===== config.mk =====
export PLATFORM = sky130hd
export DESIGN_NAME = ldsr_top
export DESIGN_NICKNAME = d
export VERILOG_FILES = /design/src/logic/ldsr_sync.v /design/src/logic/ldsr_load.v /design/src/logic/ldsr_top.v
export VERILOG_INCLUDE_DIRS = /design/src /design/src/logic
export SDC_FILE = /design/constraint.sdc
export NUM_CORES = 1
export LEC_CHECK = 0
export BUFFER_PORTS_ARGS = -buffer_cell sky130_fd_sc_hd__buf_2
export CORE_MARGIN = 5
export CORE_UTILIZATION = 60
export DETAILED_ROUTE_END_ITERATION = 10
export PLACE_DENSITY = 0.89
export SYNTH_ARGS = -nofsm -noshare
export SYNTH_HDL_FRONTEND = slang
export SYNTH_SLANG_ARGS = --single-unit

===== constraint.sdc =====
create_clock -name clk -period 4.05 [get_ports clk]
set_clock_uncertainty 0.2 [all_clocks]
set_input_delay 0.6075 -clock clk [delete_from_list [all_inputs] [get_ports clk]]
set_output_delay 0.6075 -clock clk [all_outputs]
set_load 0.02 [all_outputs]

===== src/logic/ldsr_defs.vh =====
// constants for the lock detector status readout: command codes, pin addresses, status bits
// assumes inclusion by bare name from the load tracker and top-level design files of the block
`ifndef LDSR_DEFS_VH
`define LDSR_DEFS_VH
`define LDSR_CMD_HALT       5'h18
`define LDSR_CMD_RESTART    5'h19
`define LDSR_CMD_INIT       5'h1e
`define LDSR_CMD_CLAG_LOAD  5'h0d
`define LDSR_CMD_SLAG_LOAD  5'h13
`define LDSR_RDSEL_LOCKDET  5'h03
`define LDSR_PIN_WRADDR     3'h4
`define LDSR_PIN_RDADDR     3'h5
`define LDSR_PIN_STATUS     3'h4
`define LDSR_PIN_PE_HI      3'h3
`define LDSR_PIN_PE_LO      3'h2
`define LDSR_PIN_FL_HI      3'h1
`define LDSR_PIN_FL_LO      3'h0
`define LDSR_SB_SM_READY    7
`define LDSR_SB_UP_READY    6
`define LDSR_SB_CLAG_DONE   5
`define LDSR_SB_SLAG_DONE   4
`define LDSR_SB_LOCK        3
`define LDSR_SB_ACQ         2
`define LDSR_SB_SWEEP_DN    0
`define LDSR_INT_LEN        16'h0400
`define LDSR_LOAD_CYCLES    4'h8
`endif


===== src/logic/ldsr_sync.v =====
// three-stage synchroniser for an asynchronous pin with agreement filter
// assumes the pin is unrelated to clk; output changes once stages two and three agree
`timescale 1ns/1ps
module ldsr_sync #(
  parameter WIDTH = 1
) (
  input  wire             clk,
  input  wire             resetn,
  input  wire [WIDTH-1:0] pin,
  output reg  [WIDTH-1:0] level
);
  reg [WIDTH-1:0] s1;
  reg [WIDTH-1:0] s2;
  reg [WIDTH-1:0] s3;
  genvar i;
  always @(posedge clk) begin
    if (!resetn) begin
      s1 <= {WIDTH{1'b0}};
      s2 <= {WIDTH{1'b0}};
      s3 <= {WIDTH{1'b0}};
    end else begin
      s1 <= pin;
      s2 <= s1;
      s3 <= s2;
    end
  end
  generate
    for (i = 0; i < WIDTH; i = i + 1) begin : g_bit
      always @(posedge clk) begin
        if (!resetn) begin
          level[i] <= 1'b0;
        end else if (s2[i] == s3[i]) begin
          level[i] <= s3[i];
        end
      end
    end
  endgenerate
endmodule // ldsr_sync


===== src/logic/ldsr_load.v =====
// lag accumulator load tracker: a 32-bit load runs a fixed number of cycles after its command
// assumes start is a one-cycle pulse on clk
`timescale 1ns/1ps
`include "ldsr_defs.vh"
module ldsr_load (
  input  wire clk,
  input  wire resetn,
  input  wire start,
  output reg  done
);
  reg [3:0] cnt;
  always @(posedge clk) begin
    if (!resetn) begin
      cnt  <= 4'h0;
      done <= 1'b1;
    end else if (start) begin
      cnt  <= `LDSR_LOAD_CYCLES;
      done <= 1'b0;
    end else if (cnt != 4'h0) begin
      cnt  <= cnt - 4'h1;
      done <= (cnt == 4'h1);
    end
  end
endmodule // ldsr_load


===== src/logic/ldsr_top.v =====
// lock detector status readout: host command decode, lock detector run control,
// accumulator snapshot byte readout and the internal status byte
// assumes host strobes are asynchronous, active low, and held several clocks
// Overview of operation
// - command 24 halts detector at end of current cycle, no counter reload
// - halting keeps verify count; restart resumes from it
// - read select 3: pins 3,2,1,0 give pe hi, pe lo, fl hi, fl lo
// - bit 7 ready in state machine mode, bit 6 in processor mode
// - command 30 clears accumulators and integration counter, processor mode only
// - command 25 restarts a halted detector
// - bit 5 carrier lag load complete; command 13 starts the load
// - bit 4 symbol lag load complete; command 19 starts the load
// - bit 3 shows carrier lock declared
// - bit 2 acquisition mode, 0 tracking; bit 1 reserved reads zero
// - bit 0 sweep direction, 0 up, 1 down
// - interrupt marks end of every accumulation cycle
// - status byte refreshed every clock
// - host address and strobes may be asynchronous to clk
// - status byte driven on data bus at pin address 100 with read
// - processor mode stops detector after every integration period
`timescale 1ns/1ps
`include "ldsr_defs.vh"
module ldsr_top #(
  parameter INT_LEN  = `LDSR_INT_LEN,
  parameter VER_BITS = 8
) (
  input  wire        clk,
  input  wire        resetn,
  input  wire [2:0]  pin_address_bits,
  input  wire        wr_n,
  input  wire        rd_n,
  input  wire [7:0]  host_data_in,
  output reg  [7:0]  host_data_bus,
  output wire        host_data_oe,
  input  wire        up_mode,
  input  wire [15:0] phase_error_sample,
  input  wire [15:0] false_lock_sample,
  input  wire        lock_declared,
  input  wire        acq_mode,
  input  wire        sweep_down,
  output reg         lock_cycle_irq,
  output reg  [VER_BITS-1:0] verify_count
);
  localparam ST_RUN  = 3'b001;
  localparam ST_HALT = 3'b010;
  localparam ST_STOP = 3'b100;

  wire [2:0]  addr_s;
  wire        wr_s;
  wire        rd_s;
  wire [7:0]  din_s;
  reg         wr_d;
  reg  [2:0]  state;
  reg  [2:0]  next_state;
  reg  [15:0] int_cnt;
  reg  [15:0] upper_word;
  reg  [15:0] lower_word;
  reg  [31:0] pe_sum;
  reg  [31:0] fl_sum;
  reg  [4:0]  read_sel;
  reg  [7:0]  status_bits;
  wire        wr_pulse;
  wire        cmd_halt;
  wire        cmd_restart;
  wire        cmd_init;
  wire        cycle_end;
  wire        clag_done;
  wire        slag_done;

  ldsr_sync #(.WIDTH(13)) u_sync (
    .clk    (clk),
    .resetn (resetn),
    .pin    ({pin_address_bits, ~wr_n, ~rd_n, host_data_in}),
    .level  ({addr_s, wr_s, rd_s, din_s})
  );

  always @(posedge clk) begin
    if (!resetn) begin
      wr_d <= 1'b0;
    end else begin
      wr_d <= wr_s;
    end
  end

  // commands are latched on the write's falling-edge-equivalent so data has settled
  assign wr_pulse    = wr_s & ~wr_d;
  wire   wr_cmd      = wr_pulse & (addr_s == `LDSR_PIN_WRADDR);
  assign cmd_halt    = wr_cmd & (din_s[4:0] == `LDSR_CMD_HALT);
  assign cmd_restart = wr_cmd & (din_s[4:0] == `LDSR_CMD_RESTART);
  assign cmd_init    = wr_cmd & (din_s[4:0] == `LDSR_CMD_INIT) & up_mode;
  assign cycle_end   = (state != ST_STOP) && (int_cnt == INT_LEN - 1);

  always @(posedge clk) begin
    if (!resetn) begin
      read_sel <= 5'h00;
    end else if (wr_pulse && addr_s == `LDSR_PIN_RDADDR) begin
      read_sel <= din_s[4:0];
    end
  end

  always @* begin
    next_state = state;
    case (state)
      ST_RUN: begin
        if (cycle_end && up_mode) begin
          next_state = ST_STOP;
        end else if (cmd_halt) begin
          next_state = cycle_end ? ST_STOP : ST_HALT;
        end
      end
      ST_HALT: begin
        if (cycle_end) begin
          next_state = ST_STOP;
        end
      end
      ST_STOP: begin
        if (cmd_restart) begin
          next_state = ST_RUN;
        end
      end
      default: next_state = ST_RUN;
    endcase
    if (cmd_init) begin
      next_state = ST_RUN;
    end
  end

  always @(posedge clk) begin
    if (!resetn) begin
      state        <= ST_RUN;
      int_cnt      <= 16'h0000;
      pe_sum       <= 32'h0000_0000;
      fl_sum       <= 32'h0000_0000;
      upper_word   <= 16'h0000;
      lower_word   <= 16'h0000;
      verify_count <= {VER_BITS{1'b0}};
      lock_cycle_irq <= 1'b0;
    end else begin
      state          <= next_state;
      lock_cycle_irq <= cycle_end;
      if (cmd_init) begin
        int_cnt <= 16'h0000;
        pe_sum  <= 32'h0000_0000;
        fl_sum  <= 32'h0000_0000;
      end else if (cycle_end) begin
        // counter is not reloaded into a new cycle when the detector stops
        int_cnt    <= 16'h0000;
        upper_word <= pe_sum[31:16];
        lower_word <= fl_sum[31:16];
        pe_sum     <= 32'h0000_0000;
        fl_sum     <= 32'h0000_0000;
        if (lock_declared) begin
          verify_count <= verify_count + {{(VER_BITS-1){1'b0}}, 1'b1};
        end
      end else if (state != ST_STOP) begin
        int_cnt <= int_cnt + 16'h0001;
        pe_sum  <= pe_sum + {16'h0000, phase_error_sample};
        fl_sum  <= fl_sum + {16'h0000, false_lock_sample};
      end
      // stopped: snapshot, sums and verify count all hold
    end
  end
  // snapshot words only change at cycle end, so bytes of a stopped read are coherent

  ldsr_load u_clag (
    .clk    (clk),
    .resetn (resetn),
    .start  (wr_cmd & (din_s[4:0] == `LDSR_CMD_CLAG_LOAD)),
    .done   (clag_done)
  );

  ldsr_load u_slag (
    .clk    (clk),
    .resetn (resetn),
    .start  (wr_cmd & (din_s[4:0] == `LDSR_CMD_SLAG_LOAD)),
    .done   (slag_done)
  );

  always @(posedge clk) begin
    if (!resetn) begin
      status_bits <= 8'h00;
    end else begin
      status_bits <= {(state == ST_STOP) & ~up_mode,
                      (state == ST_STOP) & up_mode,
                      clag_done,
                      slag_done,
                      lock_declared,
                      acq_mode,
                      1'b0,
                      sweep_down};
    end
  end
  // status refreshed every clock, so two reads can differ

  always @(posedge clk) begin
    if (!resetn) begin
      host_data_bus <= 8'h00;
    end else if (addr_s == `LDSR_PIN_STATUS) begin
      host_data_bus <= status_bits;
    end else if (read_sel == `LDSR_RDSEL_LOCKDET) begin
      case (addr_s)
        `LDSR_PIN_PE_HI: host_data_bus <= upper_word[15:8];
        `LDSR_PIN_PE_LO: host_data_bus <= upper_word[7:0];
        `LDSR_PIN_FL_HI: host_data_bus <= lower_word[15:8];
        `LDSR_PIN_FL_LO: host_data_bus <= lower_word[7:0];
        default:         host_data_bus <= 8'h00;
      endcase
    end else begin
      host_data_bus <= 8'h00;
    end
  end

  assign host_data_oe = rd_s;
endmodule // ldsr_top


==> impl_results.md, run 1 <==
* Status: finished, final reports clean
* Area growth, synth to finish at 11.4%
* All-Layer GR Usage at 22.2%
* Area of the multi-input gates at 5060 um2
* Critical Path AT at 3.46 ns
* Setup violations, final at 0
* Worst Tran Pin Value at 1.01 ns
* Max Root-Sink Buffers at 2
* Number of I/O pins at 69
* Slew Limit Fails at 0
* Yosys Warn Count at 0
* Ranking of synthesized cells by area: dfxtp_1, ha_1, mux2i_1
* Seq/Total Area, Yosys at 42.3%
* Crit path launch type: flop
* Num rows at 45
* Final HPWL DP at 13100 um
* Final Cycle Share at 82.7%
* Placed insts at 1242
* FF/Latch Area at 3900 um2
* Largest stage delay, worst path at 0.70 ns
* Post-Synth Adder-Cell Area at 5.86%
* Mapped cell area at 9220 um2
* Yosys top cell area share at 42.3%
* Min Hold Slack at 0.115 ns
* Die Ht at 134 um
* Post-CTS Hold Fix Bufs at 0
* Slowest CP cell: a2111oi_2
* Root buffer cell: clkbuf_16
* Final instance area at 10300 um2
* RePlAce Congestion at 0.900
* Layout cells sized above 1 at 11.7%
* Core Area at 15100 um2
* Largest net degree at the start of global routing at 64
* Syn nets at 1123
* Ant diodes at 0
* Post-synth top cells: dfxtp_1, nand2_1, nor2_1
* Vias per cell at 5.85
* CTS tree: done
* Tmin final at 3.35 ns
* RSZ-0062 raised after global routing: false
* Synth async-reset ratio at 0%
* Num Clock Sinks at 195
* Final Hold Fails at 0
* Syn_area_per_cell at 8.95 um2
* Setup TNS at 0 ns
* Area after DPL at 9650 um2
* Nets@finish at 1166
* Post-Route WL at 19800 um
* Worst-path clk slew at 0.08 ns
* IO buf count at 65
* CTS buffer count at 17
* Initial DRC count at 584
* VDD IR max at 0.330 mV
* Fmax at 299 MHz
* Pwr Total at 5.57 mW
* Critical Path RT at 4.16 ns
* Critical path class: flop to flop
* CP most frequent cell: nor2_1
* Worst-skew pair later-pin latency at 0.44 ns
* Main synth FF type: dfxtp_1
* Xor and xnor area share after synthesis at 5.79%
* Synthesized instance count at 1030
* Post-synth EDFFs at 0
* Worst Path Buf+Inv at 0
* Critical path's top delay family: compound AO/OA/AOI/OAI gates
* Count leader, synth: dfxtp_1
* Layout Cells excl Fill at 1274
* Post-synthesis mux area share at 6.76%
* Pwr dens at 543 nW/um2
* Worst relative slew slack at 32.2%
* Die area at 17900 um2
* # resized after CTS at 0
* GRT Residual Overflow at 0
* Top cell type by total area after synthesis: dfxtp_1
* Starting Density at 60.9%
* DR vias at 7450
* Routed Antenna Nets at 0
* Cell chain of the critical path: ha_1 -> fa_1 -> a211oi_1 -> o21bai_1 -> o32a_1 -> a2111oi_2 -> nor2_1 -> xnor2_1 -> nor2_1
* Hold crit path type: primary input to flop
* Setup Buffers After CTS at 0
* Yosys reg bits at 195
* Post-route DRC violation count at 0
* Leakage power at 4.06 nW
* Post-Synth Simple-Gate Area at 22.5%
* Htree depth at 4
* First-pass GRT wire length at 33100 um
* Filler Cells Inserted at 1114
* Drt wl/cell at 15.5 um
* Synth unique cells at 63
* TritonRoute pass-1 iters at 8
* Initial antenna violation count at 0
* Crit-path max FO at 7
* Vias in the first global route at 7146
* Max-cap violations at 0
* Die W at 134 um
* Compound-Gate Fraction of Synth Area at 13.8%
* Crit end category: flop
* Largest family of logic cells by synthesized area: simple AND/OR/NAND/NOR gates
-- per-layer routing --
| metal | track usage [%] | routed length [um] | share of wire (%) | vias to the layer above |
|---|---|---|---|---|
| met1 | 27.9 | 8760 | 44 | 3492 |
| li1 | - | - | - | 3673 |
| met5 | 0 | 0 | 0 | - |
| met2 | 37.5 | 9480 | 48 | 236 |
| met3 | 5.10 | 1060 | 5.3 | 49 |
| met4 | 8.46 | 486 | 2.5 | 0 |
-- power by group --
group	internal, mW	switching [mW]	total, mW
clock	0.862	0.853	1.72
sequential	2.13	0.140	2.27
combinational	0.700	0.893	1.59
total	3.69	1.89	5.57
-- metrics by stage --
step                utilization (%)  setup slack [ns]
floorplan                         -              1.00
finish                         67.8             0.700
global placement               63.7             0.606
global route                   67.8             0.579
CTS                            67.8             0.743
detailed placement             63.7             0.497
-- cell families (layout without fill, tap and decap cells) --
| group | after synthesis | after routing |
|---|---|---|
| AO/OA/AOI/OAI | 205 | 205 |
| AND/OR/NAND/NOR | 406 | 406 |
| adder cells (fa/ha/maj) | 42 | 42 |
| flip-flops | 195 | 195 |
| buffers and inverters | 69 | 125 |
| XOR/XNOR | 61 | 61 |
| multiplexers | 52 | 52 |
-- registers in the layout, summed over array words and instances (netlist names) --
signal and count:
u_sync.s2 10, u_sync.level 10, lower_word 16, host_data_bus 8, status_bits 7, u_clag.cnt 4
u_sync.s3 10, u_sync.s1 10, fl_sum 32, lock_cycle_irq 1, u_slag.cnt 4, wr_d 1
u_clag.done 1, read_sel 5, upper_word 16, verify_count 8, pe_sum 32, int_cnt 16
state 3, u_slag.done 1
-- layout make-up --
class | count | share of cell area (%)
Clock buffer | 18 | 4.28
Clock inverter | 14 | 1.73
Sequential cell | 195 | 38.0
Multi-Input combinational cell | 766 | 49.3
Timing Repair Buffer | 72 | 3.68
Inverter | 21 | 0.767
Tap cell | 188 | 2.29
-- path summary, 6_finish.rpt --
path	slack (ns)	cells after the start	start	to
hold reg to reg	0.23	2	status_bits[5]$_SDFF_PN0_	host_data_bus[5]$_SDFF_PN0_
hold / removal	0.11	2	wr_n	u_sync.s1[9]$_SDFF_PN0_
setup reg to reg	0.70	9	pe_sum[0]$_SDFFE_PP0P_	pe_sum[24]$_SDFFE_PP0P_
setup / recovery	0.70	9	pe_sum[0]$_SDFFE_PP0P_	pe_sum[24]$_SDFFE_PP0P_
-- layout by cell type, fill, tap and decap left out, types with 5 or more instances in the layout --
cell         n
clkbuf_16   17
nor2_1      89
ha_1        40
nand2_1    106
mux4_2       8
xor2_1      27
nor3_1      13
mux2i_1     42
dfxtp_1    195
buf_4        7
and2_1      43
xnor2_1     34
and3_1      14
inv_1       21
nand4_1     16
o21ai_0     48
buf_2       65
a211oi_1    19
nand3_1     31
a21oi_1     69
or3_1       18
nand2b_1     5
nor2b_1     45
a21o_1      15
a21boi_0    13
No activity file was read; power rests on OpenSTA's default activity.
==> run 2: changes to the inputs <==
--- a/config.mk
+++ b/config.mk
@@ -6,11 +6,12 @@
 export SDC_FILE = /design/constraint.sdc
 export NUM_CORES = 1
 export LEC_CHECK = 0
+export ABC_AREA = 1
 export BUFFER_PORTS_ARGS = -buffer_cell sky130_fd_sc_hd__buf_2
 export CORE_MARGIN = 5
-export CORE_UTILIZATION = 60
+export CORE_UTILIZATION = 55
 export DETAILED_ROUTE_END_ITERATION = 10
-export PLACE_DENSITY = 0.89
+export PLACE_DENSITY = 0.85
 export SYNTH_ARGS = -nofsm -noshare
 export SYNTH_HDL_FRONTEND = slang
 export SYNTH_SLANG_ARGS = --single-unit
==> constraint.sdc (replaced) <==
create_clock -name clk -period 2.94 [get_ports clk]
set_clock_uncertainty 0.2 [all_clocks]
set_input_delay 0.441 -clock clk [delete_from_list [all_inputs] [get_ports clk]]
set_output_delay 0.441 -clock clk [all_outputs]
set_load 0.02 [all_outputs]
==> run 2 against run 1 <==
Against the previous run: core utilization fell by 4.8 points; sequential power rose by 38%; worst hold slack got worse by 0.069 ns; via count rose by 36%; power rose by 47%; design area rose by 15%; final cell count rose by 56%; worst setup slack got worse by 0.11 ns; critical path depth rose by 1; synthesized cell count rose by 61%; critical endpoint is now upper_word[9]$_SDFFE_PN0P_.
==> impl_results.md, run 2 <==
* Worst relative slew slack at 57.3%
* End of the worst register-to-register path: upper_word[9]$_SDFFE_PN0P_
* Final HPWL DP at 17400 um
* Tmin final at 2.35 ns
* Syn_area_per_cell at 6.42 um2
* Worst Path Buf+Inv at 2
* IO buf count at 65
* Setup Buffers After CTS at 0
* Mapped cell area at 10600 um2
* Power share of the combinational group at 32.7%
* Worst-skew pair later-pin latency at 0.44 ns
* Min Hold Slack at 0.0458 ns
* Yosys top cell area share at 36.8%
* WP depth at 10
* TritonRoute pass-1 iters at 6
* # resized after CTS at 0
* Worst-path clk slew at 0.08 ns
* Pwr Total at 8.20 mW
* Largest stage delay, worst path at 0.38 ns
* Setup violations, final at 0
* DR vias at 10146
* Drt wl/cell at 12.3 um
* Final Cycle Share at 80.1%
* Yosys reg bits at 195
* Vias in the first global route at 9329
* All-Layer GR Usage at 22.4%
* Num Clock Sinks at 195
* Initial DRC count at 869
* R2R Setup Slk at 0.59 ns
* Count leader, synth: nand2_1
* Post-Route WL at 24500 um
* Clk pwr share at 29.0%
* Hold crit path type: primary input to flop
* Worst Tran Pin Value at 0.641 ns
* Syn nets at 1747
* Ranking of synthesized cells by area: dfxtp_1, nand2_1, inv_1
* Initial antenna violation count at 0
* GRT Residual Overflow at 0
* CP most frequent cell: nand2_2
* Routed Antenna Nets at 0
* Commonest non-fill, non-tap cells in the layout: nand2_1, inv_1, nor2_1
* Fmax at 425 MHz
* Internal power at 5.11 mW
* Filler Cells Inserted at 1651
* Ant diodes at 0
* Post-synth top cells: nand2_1, inv_1, nor2_1
* Critical path class: flop to flop
* Max Root-Sink Buffers at 2
* Commonest non-fill, non-tap cell in the layout: nand2_1
* Yosys Warn Count at 0
* Crit-path max FO at 64
* Core Area at 18800 um2
* Hold path cells at 3
* Die Ht at 149 um
* Number of I/O pins at 69
* Die area at 22200 um2
* Net Sw Frac at 37.7%
* Post-synth EDFFs at 0
* Critical path's top delay family: simple AND/OR/NAND/NOR gates
* Worst R2R Path Depth at 10
* Final Hold Fails at 0
* Reg2reg start: int_cnt[0]$_SDFFE_PP0P_
* Status: finished, final reports clean
* Htree depth at 4
* Vias per cell at 5.09
* Area growth, synth to finish at 11.7%
* Main synth FF type: dfxtp_1
* Critical Path RT at 3.06 ns
* Largest registers: fl_sum x32, pe_sum x32
* Cell chain of the critical path: ha_1 -> nand2_1 -> inv_1 -> nand2_2 -> nor3_2 -> nand2_2 -> clkinv_4 -> nand2_4 -> o21ai_1 -> nor2_1
* Largest net degree at the start of global routing at 108
* Die W at 149 um
* Starting Density at 56.4%
* Layout cells sized above 1 at 7.44%
* Max-cap violations at 0
* Synthesized instance count at 1654
* Post-CTS Hold Fix Bufs at 12
* Flop pwr share at 38.3%
* VDD IR max at 0.504 mV
* Post-route DRC violation count at 0
* Num rows at 50
* CTS buffer count at 17
* Leakage power at 5.90 nW
* RSZ-0062 raised after global routing: false
* Seq/Total Area, Yosys at 36.8%
* Synth async-reset ratio at 0%
* Crit end category: flop
* CTS tree: done
* First-pass GRT wire length at 41800 um
* Final instance area at 11900 um2
* Hold Path End: status_bits[3]$_SDFF_PN0_
* Top cell type by total area after synthesis: dfxtp_1
* Crit path launch type: flop
* Slowest CP cell: dfxtp_1
* Sw Pwr at 3.09 mW
* Critical Path AT at 2.47 ns
* RePlAce Congestion at 0.966
* Slew Limit Fails at 0
* Setup TNS at 0 ns
* Synth unique cells at 38
* Nets@finish at 1813
* Pwr dens at 692 nW/um2
* Area after DPL at 11100 um2
* Min-delay src: lock_declared
* Root buffer cell: clkbuf_16
-- run 2: cell count changes in the layout (fill, tap and decap cells not counted), moves of 42 or more --
cell and change:
mux2i_1 -42, nand2_1 +355, nand3_1 +89, inv_1 +254
nor2b_1 -45, nor2_1 +131
-- run 2: kinds of logic (layout without fill, tap and decap cells) --
family                     after synthesis  in the layout  synth area share, %
DFF                                    195            195                 36.8
xor gates and xnor gates                28             28                 2.31
and+or+nand+nor                        866            866                 33.9
AOI/OAI and AO/OA                      204            204                 9.89
buffers and inverters                  319            398                 12.0
adders and majority gates               42             42                 5.09
-- run 2: power groups by stage --
| stage | logic, mW | registers, mW | clock network, mW |
|---|---|---|---|
| global placement | 2.53 | 3.19 | 0 |
| detailed placement | 2.62 | 3.20 | 0 |
| CTS | 2.66 | 3.14 | 2.42 |
| global route | 3.10 | 3.18 | 2.54 |
| floorplan | 2.11 | 3.14 | 0 |
| finish | 2.68 | 3.14 | 2.38 |
-- run 2: cell type report --
type	instances	area, um2	area share (%)
well taps	260	325	2.74
clock buffers	17	425	3.59
clock inverters	15	194	1.64
multi-input cells	1140	5430	45.8
repair buffers	84	510	4.30
inverters	282	1070	8.99
flip-flops and latches	195	3900	32.9
-- run 2: worst reg2reg max path, cell delays in order (launching register included) --
cell and delay, ns:
dfxtp_1 0.38, ha_1 0.23, nand2_1 0.08, inv_1 0.08, nand2_2 0.08, nor3_2 0.22, nand2_2 0.14, clkinv_4 0.10
nand2_4 0.33, o21ai_1 0.32, nor2_1 0.08
-- run 2: how the worst max path moves through the flow --
stage | startpoint | to | slack (ns)
2_1_floorplan | false_lock_sample[0] | fl_sum[22]$_SDFFE_PP0P_ | 0.82
3_3_place_gp | false_lock_sample[0] | fl_sum[22]$_SDFFE_PP0P_ | 0.48
3_5_place_dp | false_lock_sample[0] | fl_sum[22]$_SDFFE_PP0P_ | 0.44
4_1_cts | int_cnt[0]$_SDFFE_PP0P_ | upper_word[9]$_SDFFE_PN0P_ | 0.61
5_1_grt | int_cnt[0]$_SDFFE_PP0P_ | upper_word[7]$_SDFFE_PN0P_ | 0.39
6_report | int_cnt[0]$_SDFFE_PP0P_ | upper_word[9]$_SDFFE_PN0P_ | 0.59
-- run 2: layer usage --
metal | GRT usage [%] | part of all wire, % | wire, um
met1 | 29.4 | 46 | 11300
met2 | 38.3 | 47 | 11600
met3 | 3.65 | 5.0 | 1240
met4 | 6.18 | 1.7 | 409
met5 | 0 | 0 | 0
-- run 2: stage by stage --
| stage | worst slack, ns | utilization [%] | std cells |
|---|---|---|---|
| 2_1_floorplan | 0.819 | - | 1654 |
| 4_1_cts | 0.607 | 63.0 | 1993 |
| 5_1_grt | 0.393 | 63.0 | 1993 |
| 3_5_place_dp | 0.436 | 59.0 | 1949 |
| 6_report | 0.586 | 63.0 | 1993 |
| 3_3_place_gp | 0.483 | 59.0 | 1949 |
